$ cat config.mk
export PLATFORM = sky130hd
export DESIGN_NAME = cic_core_interrupt_controller
export DESIGN_NICKNAME = d
export VERILOG_FILES = /design/src/cic_pkg.sv /design/src/cic_core_interrupt_controller.sv
export VERILOG_INCLUDE_DIRS = /design/src
export SDC_FILE = /design/constraint.sdc
export NUM_CORES = 1
export LEC_CHECK = 0
export BUFFER_PORTS_ARGS = -buffer_cell sky130_fd_sc_hd__buf_2
export CAP_MARGIN = 10
export CORE_ASPECT_RATIO = 0.9
export CORE_UTILIZATION = 44
export DETAILED_ROUTE_END_ITERATION = 7
export PLACE_DENSITY = 0.7
export SLEW_MARGIN = 20
export SYNTH_ARGS = -nofsm -noshare
export SYNTH_HDL_FRONTEND = slang
export SYNTH_SLANG_ARGS = --single-unit
$ cat constraint.sdc
create_clock -name core_clk -period 3.8 [get_ports core_clk]
set_clock_uncertainty 0.2 [all_clocks]
set_input_delay 0.19 -clock core_clk [delete_from_list [all_inputs] [get_ports core_clk]]
set_output_delay 0.19 -clock core_clk [all_outputs]
set_load 0.01 [all_outputs]
$ cat src/cic_cfg.svh
// Purpose: Offsets, field positions, reset values and fixed numbers.
// Assumes: Byte addresses on a 32-bit Avalon-MM slave.
// Notes: Included by the controller only; the package holds the types.
`ifndef CIC_CFG_SVH
`define CIC_CFG_SVH
`define CIC_OFS_CTRL 5'h00
`define CIC_OFS_PE1 5'h04
`define CIC_OFS_PE2 5'h08
`define CIC_OFS_PR1 5'h0c
`define CIC_OFS_PR2 5'h10
`define CIC_OFS_MASK 5'h14
`define CIC_OFS_EDGE 5'h18
`define CIC_OFS_STAT 5'h1c
`define CIC_BIT_GIE 7
`define CIC_BIT_PERIPHERAL_GROUP_ENABLE 6
`define CIC_BIT_T0IE 5
`define CIC_BIT_EXIE 4
`define CIC_BIT_PBIE 3
`define CIC_BIT_T0IF 2
`define CIC_BIT_EXIF 1
`define CIC_BIT_PBIF 0
`define CIC_RST_CTRL 8'h00
`define CIC_RST_PE 8'h00
`define CIC_RST_PR 8'h00
`define CIC_RST_MASK 8'h00
`define CIC_RST_POL 1'h1
`define CIC_PR2_IMPL 8'hf1
`define CIC_VECTOR 13'h0004
`define CIC_WAKE_CORE 3'h3
`define CIC_WAKE_PE1 8'h7f
`define CIC_WAKE_PE2 8'h00
`endif

$ cat src/cic_pkg.sv
// Purpose: Types shared by the interrupt controller.
// Assumes: Constants come from cic_cfg.svh.
// Notes: The whole controller state is one packed struct.
package cic_pkg;
    typedef enum logic [1:0] {
        CIC_IDLE = 2'b00,
        CIC_ENTER = 2'b01,
        CIC_STEP = 2'b10
    } cic_st_e;

    typedef struct packed {
        logic [7:0] ctrl;
        logic [7:0] pe1;
        logic [7:0] pe2;
        logic [7:0] pr1;
        logic [7:0] pr2;
        logic [7:0] mask;
        logic pol;
        logic ext_s1;
        logic ext_s2;
        logic ext_prev;
        logic [7:0] pb_s1;
        logic [7:0] pb_s2;
        logic [7:0] pb_prev;
        logic sleep_prev;
        cic_st_e st;
        logic flush;
        logic push;
        logic load;
        logic [12:0] push_val;
        logic [12:0] load_val;
        logic ack;
        logic [31:0] rdata;
    } cic_state_s;
endpackage : cic_pkg

$ cat src/cic_core_interrupt_controller.sv
// Purpose: Interrupt controller of an 8-bit core, Avalon-MM registers.
// Assumes: core_clk is the instruction-cycle clock; rst clears all but the polarity bit, which it sets.
// Notes: Stack, sleep controller and peripheral event logic sit outside.
// Notes on behaviour
// - Sixteen sources, each with its own request flag and enable bit.
// - Any reset clears the global enable, so all interrupts are off.
// - Redirect needs own enable and global; peripherals also group enable.
// - Flags set on their events whatever any enable bit says.
// - Entry flushes prefetch, clears global, pushes PC, loads vector 0004h.
// - A flag still set and enabled after return is taken again.
// - With global enable clear, flags set but no redirect happens.
// - Pending request is serviced once global enable is set again.
// - Return pops the saved address into PC and sets global enable.
// - Synchronous source reaches vector code three cycles after event.
// - Asynchronous source reaches the vector three or four cycles later; here the pin takes four or five, port-B change (via its flag) five or six.
// - Latency is the same for one- and two-cycle instructions.
// - External flag settable in the Q4-Q1 window, sampled once a cycle.
// - Only enabled sources that run without clock wake from sleep.
// - After wake, branch to vector if global set, else carry on.
// - The instruction after power-down always runs before the branch.
// - External pin is edge triggered; polarity bit set means rising.
// - Valid edge sets external flag; redirect also needs both enables.
// - Entry saves only the return PC; other core registers untouched.
// - Control register bit order: enables 7..3, flags 2..0, all writable.
// - Port-B flag sets on change of any masked pin, held until cleared.
// - Timer0 overflow sets its flag; the timer itself ignores reset.
// - Peripheral set one: gate1, adc, rx, tx, ssp, ccp1, tmr2, tmr1.
// - Peripheral set two: gate3, tmr3, tmrB, tmrA, bits 3-1 zero, ccp2.
//
// Local design decisions: the register addresses and the Avalon-MM interface to the registers.
`timescale 1ns/1ps
`include "cic_cfg.svh"

module cic_core_interrupt_controller
    import cic_pkg::*;
(
    // Clock and reset
    input wire logic core_clk,
    input wire logic rst,
    // Avalon-MM slave
    input wire logic [4:0] avs_address,
    input wire logic avs_read,
    input wire logic avs_write,
    input wire logic [31:0] avs_writedata,
    input wire logic [3:0] avs_byteenable,
    output logic [31:0] avs_readdata,
    output logic avs_waitrequest,
    // Event sources
    input wire logic timer0_ovf_event,
    input wire logic external_request_pin,
    input wire logic [7:0] portb_pins,
    input wire logic [7:0] periph_event_one,
    input wire logic [7:0] periph_event_two,
    // Instruction sequencer and stack
    input wire logic [12:0] current_pc,
    input wire logic return_from_service,
    input wire logic [12:0] stack_pop_addr,
    output logic flush_prefetch,
    output logic stack_push,
    output logic [12:0] stack_push_addr,
    output logic pc_load,
    output logic [12:0] pc_load_value,
    // Power-down controller
    input wire logic sleep_active,
    output logic wake_request
);
    cic_state_s s;
    cic_state_s next_s;

    logic bus_req;
    logic wr_en;
    logic ext_edge;
    logic pb_change;
    logic core_req;
    logic per_req;
    logic irq_take;
    logic wake_any;
    logic [31:0] rd_mux;

    // One wait state per access; the answer is registered.
    assign bus_req = avs_read | avs_write;
    assign avs_waitrequest = bus_req & ~s.ack;
    assign wr_en = avs_write & s.ack & avs_byteenable[0];

    // Edges are seen on the second synchroniser stage against a third.
    assign ext_edge = s.pol ? (s.ext_s2 & ~s.ext_prev)
                            : (~s.ext_s2 & s.ext_prev);
    assign pb_change = |((s.pb_s2 ^ s.pb_prev) & s.mask);

    // Core flags 2..0 pair with enables 5..3.
    assign core_req = |(s.ctrl[5:3] & s.ctrl[2:0]);
    assign per_req = s.ctrl[`CIC_BIT_PERIPHERAL_GROUP_ENABLE] &
                     (|(s.pe1 & s.pr1) | |(s.pe2 & s.pr2));
    // The external edge bypasses its flag so the pin path costs no
    // extra cycle beyond the synchroniser.
    assign irq_take = s.ctrl[`CIC_BIT_GIE] &
                      (core_req | per_req |
                       (s.ctrl[`CIC_BIT_EXIE] & ext_edge));

    // Wake ignores the global enable but needs the source's enables.
    assign wake_any = |(s.ctrl[5:3] & s.ctrl[2:0] & `CIC_WAKE_CORE) |
                      (s.ctrl[`CIC_BIT_PERIPHERAL_GROUP_ENABLE] &
                       (|(s.pe1 & s.pr1 & `CIC_WAKE_PE1) |
                        |(s.pe2 & s.pr2 & `CIC_WAKE_PE2)));
    assign wake_request = sleep_active & wake_any;

    assign avs_readdata = s.rdata;
    assign flush_prefetch = s.flush;
    assign stack_push = s.push;
    assign stack_push_addr = s.push_val;
    assign pc_load = s.load;
    assign pc_load_value = s.load_val;

    always_comb begin
        rd_mux = 32'h0000_0000;
        case (avs_address)
            `CIC_OFS_CTRL: rd_mux[7:0] = s.ctrl;
            `CIC_OFS_PE1: rd_mux[7:0] = s.pe1;
            `CIC_OFS_PE2: rd_mux[7:0] = s.pe2 & `CIC_PR2_IMPL;
            `CIC_OFS_PR1: rd_mux[7:0] = s.pr1;
            `CIC_OFS_PR2: rd_mux[7:0] = s.pr2 & `CIC_PR2_IMPL;
            `CIC_OFS_MASK: rd_mux[7:0] = s.mask;
            `CIC_OFS_EDGE: rd_mux[0] = s.pol;
            `CIC_OFS_STAT: rd_mux[3:0] = {s.st, wake_request, sleep_active};
            default: rd_mux = 32'h0000_0000;
        endcase
    end

    always_comb begin
        next_s = s;
        next_s.flush = 1'b0;
        next_s.push = 1'b0;
        next_s.load = 1'b0;
        next_s.ext_s1 = external_request_pin;
        next_s.ext_s2 = s.ext_s1;
        next_s.ext_prev = s.ext_s2;
        next_s.pb_s1 = portb_pins;
        next_s.pb_s2 = s.pb_s1;
        next_s.pb_prev = s.pb_s2;
        next_s.sleep_prev = sleep_active;

        next_s.ack = bus_req & ~s.ack;
        if (avs_read && !s.ack) begin
            next_s.rdata = rd_mux;
        end

        if (wr_en) begin
            case (avs_address)
                `CIC_OFS_CTRL: next_s.ctrl = avs_writedata[7:0];
                `CIC_OFS_PE1: next_s.pe1 = avs_writedata[7:0];
                `CIC_OFS_PE2: next_s.pe2 = avs_writedata[7:0]
                                           & `CIC_PR2_IMPL;
                `CIC_OFS_PR1: next_s.pr1 = avs_writedata[7:0];
                `CIC_OFS_PR2: next_s.pr2 = avs_writedata[7:0]
                                           & `CIC_PR2_IMPL;
                `CIC_OFS_MASK: next_s.mask = avs_writedata[7:0];
                `CIC_OFS_EDGE: next_s.pol = avs_writedata[0];
                default: next_s.ctrl = next_s.ctrl;
            endcase
        end

        // Events are ORed in after the bus write, so an event in the
        // cycle of a software clear still leaves its flag set.
        if (timer0_ovf_event) begin
            next_s.ctrl[`CIC_BIT_T0IF] = 1'b1;
        end
        if (ext_edge) begin
            next_s.ctrl[`CIC_BIT_EXIF] = 1'b1;
        end
        if (pb_change) begin
            next_s.ctrl[`CIC_BIT_PBIF] = 1'b1;
        end
        next_s.pr1 = next_s.pr1 | periph_event_one;
        next_s.pr2 = next_s.pr2 | (periph_event_two & `CIC_PR2_IMPL);

        case (s.st)
            CIC_IDLE: begin
                if (return_from_service) begin
                    next_s.load = 1'b1;
                    next_s.load_val = stack_pop_addr;
                    next_s.ctrl[`CIC_BIT_GIE] = 1'b1;
                end else if (s.sleep_prev && !sleep_active) begin
                    // Leaving sleep: one instruction runs first.
                    next_s.st = CIC_STEP;
                end else if (irq_take && !sleep_active) begin
                    // Fixed sequence from the decision onward, so the
                    // length of the current instruction never matters.
                    next_s.st = CIC_ENTER;
                    next_s.flush = 1'b1;
                    next_s.ctrl[`CIC_BIT_GIE] = 1'b0;
                end
            end
            CIC_STEP: begin
                // Back to idle; a pending enabled request is taken there
                // only when the global enable is set.
                next_s.st = CIC_IDLE;
            end
            CIC_ENTER: begin
                // Only the return PC is saved; nothing else is touched.
                next_s.push = 1'b1;
                next_s.push_val = current_pc;
                next_s.load = 1'b1;
                next_s.load_val = `CIC_VECTOR;
                next_s.st = CIC_IDLE;
            end
            default: begin
                next_s.st = CIC_IDLE;
            end
        endcase
    end

    always_ff @(posedge core_clk or posedge rst) begin
        if (rst) begin
            s.ctrl <= `CIC_RST_CTRL;
            s.pe1 <= `CIC_RST_PE;
            s.pe2 <= `CIC_RST_PE;
            s.pr1 <= `CIC_RST_PR;
            s.pr2 <= `CIC_RST_PR;
            s.mask <= `CIC_RST_MASK;
            s.pol <= `CIC_RST_POL;
            s.ext_s1 <= 1'b0;
            s.ext_s2 <= 1'b0;
            s.ext_prev <= 1'b0;
            s.pb_s1 <= 8'h00;
            s.pb_s2 <= 8'h00;
            s.pb_prev <= 8'h00;
            s.sleep_prev <= 1'b0;
            s.st <= CIC_IDLE;
            s.flush <= 1'b0;
            s.push <= 1'b0;
            s.load <= 1'b0;
            s.push_val <= 13'h0000;
            s.load_val <= 13'h0000;
            s.ack <= 1'b0;
            s.rdata <= 32'h0000_0000;
        end else begin
            s <= next_s;
        end
    end

    property p_entry_order;
        @(posedge core_clk) disable iff (rst)
        s.flush |-> !s.ctrl[`CIC_BIT_GIE]
            ##1 (s.push && s.load && s.load_val == `CIC_VECTOR);
    endproperty
    a_entry_order: assert property (p_entry_order)
        else $error("entry sequence out of order");

    property p_sync_latency;
        @(posedge core_clk) disable iff (rst)
        (timer0_ovf_event && s.ctrl[`CIC_BIT_GIE]
            && s.ctrl[`CIC_BIT_T0IE] && s.st == CIC_IDLE
            && !s.flush && !s.push && !avs_write)
        ##1 (s.st == CIC_IDLE && !avs_write && !return_from_service
            && !sleep_active && !s.sleep_prev)
        |-> ##1 s.flush ##1 (s.load && s.load_val == `CIC_VECTOR);
    endproperty
    a_sync_latency: assert property (p_sync_latency)
        else $error("synchronous latency not three cycles");

    property p_flag_sets;
        @(posedge core_clk) disable iff (rst)
        (timer0_ovf_event && periph_event_one[0])
            |=> (s.ctrl[`CIC_BIT_T0IF] && s.pr1[0]);
    endproperty
    a_flag_sets: assert property (p_flag_sets)
        else $error("event did not set its flag");

    property p_no_redirect;
        @(posedge core_clk) disable iff (rst)
        !s.ctrl[`CIC_BIT_GIE] |=> !s.flush;
    endproperty
    a_no_redirect: assert property (p_no_redirect)
        else $error("redirect with global enable clear");

    property p_return;
        @(posedge core_clk) disable iff (rst)
        (return_from_service && s.st == CIC_IDLE) |=>
            (s.load && s.load_val == $past(stack_pop_addr)
             && s.ctrl[`CIC_BIT_GIE] && !s.push);
    endproperty
    a_return: assert property (p_return)
        else $error("return did not restore pc and enable");

    property p_portb_change;
        @(posedge core_clk) disable iff (rst)
        pb_change |=> s.ctrl[`CIC_BIT_PBIF] ##1 (s.ctrl[`CIC_BIT_PBIF]
            || $past(wr_en && avs_address == `CIC_OFS_CTRL));
    endproperty
    a_portb_change: assert property (p_portb_change)
        else $error("port-B change flag missed");

    property p_ext_edge;
        @(posedge core_clk) disable iff (rst)
        ($rose(s.ext_s2) && s.pol) |-> ##1 s.ctrl[`CIC_BIT_EXIF];
    endproperty
    a_ext_edge: assert property (p_ext_edge)
        else $error("rising edge did not set external flag");

    property p_wake_step;
        @(posedge core_clk) disable iff (rst)
        (s.sleep_prev && !sleep_active && s.st == CIC_IDLE
            && !return_from_service)
        |=> (s.st == CIC_STEP && !s.flush) ##1 (!s.push && !s.load);
    endproperty
    a_wake_step: assert property (p_wake_step)
        else $error("vector branch before post-sleep instruction");

    property p_group_gate;
        @(posedge core_clk) disable iff (rst)
        (s.st == CIC_IDLE && !core_req && !s.ctrl[`CIC_BIT_PERIPHERAL_GROUP_ENABLE]
            && !ext_edge && !s.sleep_prev && !return_from_service)
        |=> !s.flush;
    endproperty
    a_group_gate: assert property (p_group_gate)
        else $error("peripheral redirect without group enable");

    property p_unimpl;
        @(posedge core_clk) disable iff (rst)
        (s.pr2[3:1] == 3'h0) && (s.pe2[3:1] == 3'h0);
    endproperty
    a_unimpl: assert property (p_unimpl)
        else $error("unimplemented bits of set two not zero");

    property p_wake_only_sleep;
        @(posedge core_clk) disable iff (rst)
        wake_request |-> sleep_active && (
            (s.ctrl[`CIC_BIT_EXIE] && s.ctrl[`CIC_BIT_EXIF])
            || (s.ctrl[`CIC_BIT_PBIE] && s.ctrl[`CIC_BIT_PBIF])
            || (s.ctrl[`CIC_BIT_PERIPHERAL_GROUP_ENABLE] && |(s.pe1[6:0] & s.pr1[6:0])));
    endproperty
    a_wake_only_sleep: assert property (p_wake_only_sleep)
        else $error("wake request outside sleep");

    property p_bus_wait;
        @(posedge core_clk) disable iff (rst)
        ($rose(avs_read) && !s.ack) |-> avs_waitrequest ##1 !avs_waitrequest;
    endproperty
    a_bus_wait: assert property (p_bus_wait)
        else $error("bus answer not after one wait state");

    property p_async_latency;
        @(posedge core_clk) disable iff (rst)
        (ext_edge && s.ctrl[`CIC_BIT_GIE] && s.ctrl[`CIC_BIT_EXIE]
            && s.st == CIC_IDLE && !return_from_service
            && !sleep_active && !s.sleep_prev)
        |=> s.flush ##1 (s.load && s.load_val == `CIC_VECTOR);
    endproperty
    a_async_latency: assert property (p_async_latency)
        else $error("asynchronous latency out of range");

    property p_pending_taken;
        @(posedge core_clk) disable iff (rst)
        (!s.ctrl[`CIC_BIT_GIE] && core_req && s.st == CIC_IDLE)
        ##1 (s.ctrl[`CIC_BIT_GIE] && core_req && s.st == CIC_IDLE
            && !return_from_service && !sleep_active && !s.sleep_prev)
        |=> s.flush;
    endproperty
    a_pending_taken: assert property (p_pending_taken)
        else $error("pending request not taken after enable");

    // No disable clause here: this one has to watch the reset itself.
    property p_reset_clear;
        @(posedge core_clk)
        rst |=> (!s.ctrl[`CIC_BIT_GIE] && !s.flush && !s.load);
    endproperty
    a_reset_clear: assert property (p_reset_clear)
        else $error("reset left interrupts enabled");

    property p_push_value;
        @(posedge core_clk) disable iff (rst)
        s.push |-> s.push_val == $past(current_pc);
    endproperty
    a_push_value: assert property (p_push_value)
        else $error("pushed address is not the interrupted pc");

    property p_ext_flag;
        @(posedge core_clk) disable iff (rst)
        ext_edge |=> s.ctrl[`CIC_BIT_EXIF];
    endproperty
    a_ext_flag: assert property (p_ext_flag)
        else $error("external edge not recorded in its flag");
endmodule : cic_core_interrupt_controller

# Word-level counts from Yosys, hierarchy flattened
# Cells that the tools add are included.
# totals
reg_bits	114
input_bits	99
wordCells	122
# op_classes
eq_ne	11
muxes	30
n_bitwise	25
n_reduce_logical	30
# op_table
cell	n
$mux W49	1
$mux W8	6
$pmux W13 S2	1
$and A8 B8 Y8	3
$pmux W4 S6	1
$reduce_or A8 Y1	3
$eq A5 B5 Y1 const B	4
$reduce_and A2 Y1	10
$or A8 B8 Y8	2
$pmux W3 S5	1
$reduce_bool A2 Y1	7
$mux W1	13
$mux W13	1
$and A1 B1 Y1	10
$eq A5 B4 Y1 const B	2
$pmux W1 S8	1
$xor A8 B8 Y8	1
$reduce_or A7 Y1	1
$mux W3	2
$eq A5 B3 Y1 const B	1
$logic_not A5 Y1	1
$or A1 B1 Y1	5
$mux W2	2
$ne A2 B2 Y1 const B	2
other kinds (10)	15

# Logic depth before layout (Yosys ltp)
# Gate-level depths: netlist (run 1).
# logic_depth
ltp_word	12
depth_mapped	6
mapped_depth_nobuf	4

# Least setup slack after synthesis (run 1)
# Ideal clock, no wire load.
# synth_path
kind	input -> register
from	input port avs_address[4]
to	register s[115] in the netlist's numbering
setup_time_ns	0.124
arrival_ns	1.436
required_ns	3.476
path_slack_ns	2.040
path_stages	6
n_path_buf	2
path_cell_list	or3_1 -> buf_6 -> nor3_4 -> buf_6 -> nor2b_2 -> a211o_1
# synth_lines
element	line	rtl
from (decl)	cic_core_interrupt_controller.sv:41	input wire logic [4:0] avs_address,
to (signal assigned)	cic_core_interrupt_controller.sv:237	s <= next_s;
to (decl)	cic_core_interrupt_controller.sv:67	cic_state_s s;

==> results of run 1 <==
==> repair_timing <==
item | 4_1_cts | 5_1_grt
hold buffers | 76 | 0
endpoints found under the hold margin | 114 | 0
setup endpoints to repair | 0 | 0
==> path summary, 6_finish.rpt <==
kind                                  start         end  slack [ps]
max reg2reg                           s[32]      s[113]        1200
min                        avs_writedata[7]      s[124]          30
min reg2reg                      next_s[77]  next_s[69]         150
min in group asynchronous               rst  next_s[77]         220
max in group asynchronous               rst       s[32]        2320
max                          avs_address[4]      s[113]        1160
==> cells by family (layout without fill, tap and decap cells) <==
family,count (synthesis),count (layout),synth area share [%]
AND/OR/NAND/NOR,154,154,14.7
flip-flops,111,111,53.8
buffers and inverters,82,207,10.9
AO/OA/AOI/OAI,75,75,10.4
multiplexers,39,39,8.75
XOR/XNOR,8,8,1.36
other,1,24,0.0726
==> area by class of cell <==
| cell class | count | area (µm²) | area share [%] |
|---|---|---|---|
| inverters | 5 | 21.3 | 0.325 |
| flip-flops and latches | 111 | 2780 | 42.5 |
| multi-input cells | 300 | 1910 | 29.2 |
| well taps | 156 | 195 | 2.99 |
| clock buffers | 9 | 225 | 3.44 |
| clock inverters | 7 | 90.1 | 1.38 |
| repair buffers | 186 | 1320 | 20.2 |
==> flip-flops by register name, summed over array words and instances (netlist names) <==
name,flops
flush_prefetch,1
avs_readdata,8
pc_load,1
s,56
pc_load_value,13
stack_push,1
next_s,18
stack_push_addr,13
==> routing by layer <==
layer | global-route usage [%] | up-vias
met3 | 4.99 | 23
met5 | 0 | -
met2 | 34.7 | 154
met4 | 8.33 | 0
li1 | - | 1842
met1 | 28.4 | 1895
==> worst max-delay path, stage by stage <==
cell and delay (ps):
buf_2 230, or3_1 580, nor3_4 650, nor2b_1 110, a211o_2 330, dlygate4sd3_1 570
==> metrics by stage <==
step | power (mW) | cell area [µm²] | hold slack, ps | setup WS, ps
finish | 2.92 | 6540 | 32.0 | 1160
global route | 3.07 | 6540 | 13.8 | 1050
CTS | 2.95 | 6540 | 5.47 | 1150
detailed placement | 1.92 | 5460 | 68.2 | 1330
global placement | 1.90 | 5460 | 61.1 | 1370
floorplan | 1.85 | 5250 | 21.4 | 481
==> power by group through the flow <==
stage | Combinational (mW) | Clock [mW] | Sequential (mW)
2_1_floorplan | 0.439 | 0 | 1.41
3_3_place_gp | 0.475 | 0 | 1.42
3_5_place_dp | 0.485 | 0 | 1.43
4_1_cts | 0.538 | 1.01 | 1.41
5_1_grt | 0.601 | 1.05 | 1.42
6_report | 0.534 | 0.974 | 1.41
==> placed cells by master (no fill, tap or decap), types with 3 or more instances in the layout <==
cell type        n
buf_2          107
a211o_2          6
nor3_1           3
nor3b_1          3
nor2_1          13
mux2_2          29
inv_1            4
a22o_1           3
a21oi_1          6
mux2i_1          8
nand2b_1         5
and3_1           4
buf_4            3
nand3b_1         7
conb_1          24
a22oi_1          7
a221oi_1         3
clkbuf_16        9
a211o_1          3
dfrtp_1        110
a222oi_1         3
dlygate4sd3_1   76
nand3_1         10
nand2_1         87
xor2_1           8
o21ai_0         26
nor2b_1          9
a32oi_1          3
==> impl_metrics.yaml, run 1 <==
run_status:
  status: "finished clean"
worst_hold_path:
  holdPathStages: 2
  hold_path.class: "in2reg"
clock_tree:
  cts_max_path_buffers: 2
  cts_tree: "built"
  ctsResizeCount: 0
  cts_sinks: 111
  cts_root_buf: "clkbuf_16"
  clk_latency_ps: 350
  postCtsSetupRepairBufs: 0
  path_clk_slew_ps: 80
  cts-htree-levels: 3
  cts_made_buffers: 9
worst_setup_path:
  end_kind: "flip-flop"
  cp.required_ps: 3830
  r2r_cells: 5
  cp.arrival_ps: 2670
  path_max_fanout: 20
  critical_path_class: "in2reg"
  startpoint_type: "input pin"
yosys:
  synth_top_flop_cell: "dfrtp_1"
  async_reset_ff_share_pct: 100
  yosys_warnings: 0
  synth_area_leaders: "dfrtp_1 (53%), buf_4 (8.6%), mux2_2 (6.3%)"
  synth_area_per_cell_um2: 11.0
  synth_edf_count: 0
  synth.distinct_cells: 53
  synth_area_um2: 5160
  synth.largest_area_cell: "dfrtp_1"
  yosysSeqAreaShare_pct: 53.8
  ys_seq_elements: 111
  synth_cells: 470
  synthTopCellsByCount: "dfrtp_1 (110), nand2_1 (87), buf_4 (59)"
  synth_most_common_cell: "dfrtp_1"
  synth_top_area_share_pct: 53.3
drt:
  drtPass1Iterations: 7
  drt-met1-wl_um: 5340
  dr_wl_met2_um: 5930
  avgViaCountPerCell: 5.06
  top_layer: "met4"
  met3WireLength_um: 652
  drt-initial-drc-count: 285
  routed_wl_um: 12200
  drc_errors: 0
  dr_total_vias: 3914
  final_antenna_net_count: 0
  wl_per_cell_um: 15.8
grt:
  grt_pass1_vias: 3899
  grt_overflow: 0
  grt_max_degree: 42
  track_usage_pct: 21.7
  grt_antenna_before_repair: 0
  grt_pass1_wl_um: 19700
die:
  die_area_um2: 12200
  core_um2: 11400
  io_pins: 162
  rows: 37
  chipWidth_um: 116
  die_h_um: 105
  start_util_pct: 45.2
cells_and_area:
  fillers: 983
  fin_nets: 712
  finish.utilization_pct: 57.2
  drive_above_1_share_pct: 27.5
  final_cells: 774
  area.growth.synth_to_final_pct: 26.6
  antennaDiodeCount: 0
timing:
  maxSlewHeadroom_pct: 54.2
  drv_slew: 0
  min_period_ps: 2640
  min_period_over_period_pct: 69.4
  fmax_ghz: 0.379
  worst_pin_slew_ps: 685
  setup_viol: 0
  fin_tns_setup_ps: 0
  final_hold_viol_count: 0
  rsz0062_at_grt: "false"
placement:
  port_buffers: 107
  gp_congestion: 0.899
  dp_cells: 682
  detailed_place_hpwl_um: 8270
pwr:
  p_comb_share_pct: 18.3
  p_leak_nw: 3.08
  ir_drop_uv: 331
  p_switching_mw: 0.824
  power_density_nw_per_um2: 446
  p_seq_share_pct: 48.3
  p_int_mw: 2.09
  sw_frac_of_total_pct: 28.2
  clkPwrFrac_pct: 33.4
job:
  maxCapViolCount: 0
Power figures use the tool's default switching activity.
==> run 2: changes to the inputs <==
Settings changed: PLACE_DENSITY 0.7 to 0.73.
Clock period 3.8 ns to 2.31 ns, I/O delays scaled along.
==> run 2 against run 1 <==
Hold slack gained 32 ps. First-iteration DRC count shrank 28%. Clock power increased by 67%. Critical path depth unchanged. Total power rose by 67%. Routed wire length is 0.63% lower. Final area grew 0.65%. Utilization is 0.37 points higher. Cell count is 0.39% higher. Clock-buffer cell count is the same. Combinational power is 70% higher. Critical path type is now reg2reg. Critical endpoint is now s[135]. Largest power group unchanged. Highest routed layer unchanged.
==> impl_metrics.yaml, run 2 (synthesis results as in run 1) <==
cells_and_area:
  antennaDiodeCount: 0
  top_register: "s"
  final_area_um2: 6580
  drive_above_1_share_pct: 28.8
  largest_register_ffs: 56
  fillers: 967
  final_cells: 777
  fin_nets: 715
  layout_commonest_cell: "dfrtp_1"
  final_cell_mix: "dfrtp_1 (110), buf_2 (107), nand2_1 (87)"
  area.growth.synth_to_final_pct: 27.4
timing:
  fin_tns_setup_ps: 0
  maxSlewHeadroom_pct: 53.8
  setup_viol: 0
  min_period_over_period_pct: 94.3
  min_period_ps: 2180
  drv_slew: 0
  final_hold_viol_count: 0
  worst_pin_slew_ps: 691
  rsz0062_at_grt: "false"
  fmax_ghz: 0.459
placement:
  port_buffers: 107
  detailed_place_hpwl_um: 8430
  placed_area_um2: 5550
  gp_congestion: 0.874
  dp_cells: 690
worst_setup_path:
  r2r_cells: 6
  path_max_fanout: 10
  timing.rr.end: "s[135]"
  slowest_delay_ps: 550
  end_kind: "flip-flop"
  r2r_start: "s[32]"
  r2r_slack_ps: 130
  cp_slowest_cell: "dlygate4sd3_1"
  cp.arrival_ps: 2220
  cp_cell_sequence: "and3_1 -> and3_1 -> buf_12 -> nor2b_1 -> a211o_1 -> dlygate4sd3_1"
  cpMostUsedCell: "and3_1"
  cp.required_ps: 2350
  critical_path_class: "reg2reg"
  startpoint_type: "flip-flop"
pwr:
  sw_frac_of_total_pct: 28.7
  p_seq_share_pct: 47.7
  ir_drop_uv: 508
  p_comb_share_pct: 18.7
  p_leak_nw: 3.13
  power.total_mw: 4.86
  clkPwrFrac_pct: 33.6
  p_int_mw: 3.46
  p_switching_mw: 1.40
  power_density_nw_per_um2: 738
drt:
  avgViaCountPerCell: 5.07
  final_antenna_net_count: 0
  wl_per_cell_um: 15.6
  drtPass1Iterations: 5
  routed_wl_um: 12100
  dr_total_vias: 3942
  drc_errors: 0
  drt-initial-drc-count: 205
grt:
  grt_overflow: 0
  track_usage_pct: 21.0
  grt_antenna_before_repair: 0
  grt_max_degree: 54
  grt_pass1_wl_um: 19200
  grt_pass1_vias: 3779
clock_tree:
  cts_sinks: 111
  cts_root_buf: "clkbuf_16"
  path_clk_slew_ps: 80
  postCtsSetupRepairBufs: 0
  cts_tree: "built"
  cts_max_path_buffers: 2
  clk_latency_ps: 350
  cts_made_buffers: 9
  cts-htree-levels: 3
die:
  start_util_pct: 45.2
  rows: 37
  die_area_um2: 12200
  die_h_um: 105
  core_um2: 11400
  io_pins: 162
  chipWidth_um: 116
run_status:
  status: "finished clean"
job:
  maxCapViolCount: 0
worst_hold_path:
  hold_path.class: "in2async"
run 2: per-stage QoR:
stage / hold slack (ps) / worst slack (ps) / util [%]
floorplan: -53.1 / 568 / -
global placement: -110 / 339 / 48.5
detailed placement: -107 / 308 / 48.5
CTS: 67.0 / 131 / 57.5
global route: 91.5 / 46.7 / 57.6
finish: 63.8 / 131 / 57.6
run 2: power groups by stage:
stage,Sequential (mW),Clock (mW),Combinational (mW)
CTS,2.31,1.68,0.904
finish,2.32,1.63,0.908
global placement,2.34,0,0.792
global route,2.34,1.76,1.01
floorplan,2.31,0,0.723
detailed placement,2.35,0,0.813
run 2: worst max path at each step:
stage | startpoint | end | slack [ps] | cells after the start
6_report | s[32] | s[135] | 130 | 6
5_1_grt | s[32] | s[135] | 50 | 6
4_1_cts | s[63] | pc_load_value[2] | 130 | 5
3_5_place_dp | avs_address[1] | s[128] | 310 | 4
3_3_place_gp | avs_address[1] | s[124] | 340 | 4
2_1_floorplan | s[32] | s[100] | 570 | 6
run 2: timing repair:
item                       in CTS  in global routing
hold endpoints to repair      196                  0
setup endpoints to repair       0                  1
gates resized for setup         0                  1
hold buffers                   71                  0
run 2: worst max-delay path, delay by kind of cell, from the launching register on:
kind / cells / cell delay [ps]
and+or+nand+nor: 3 / 510
buffers and inverters: 2 / 710
AOI/OAI and AO/OA: 1 / 250
DFF: 1 / 400
run 2: area by class of cell:
cell class,count,area [µm²],area share [%]
Inverter,5,22.5,0.342
Sequential cell,111,2780,42.2
Clock buffer,9,225,3.42
Tap cell,156,195,2.97
Clock inverter,7,95.1,1.44
Multi-Input combinational cell,300,1910,29.0
Timing Repair Buffer,189,1350,20.6
run 2: metal layers:
layer  routed length, µm  part of all wire [%]  vias to the layer above  global-route usage [%]
li1                    -                     -                     1846                       -
met1                5390                    44                     1929                    28.6
met2                5870                    48                      159                    33.8
met3                 794                   6.5                        8                    5.22
met4                  93                  0.77                        0                    4.40
met5                   0                     0                        -                       0
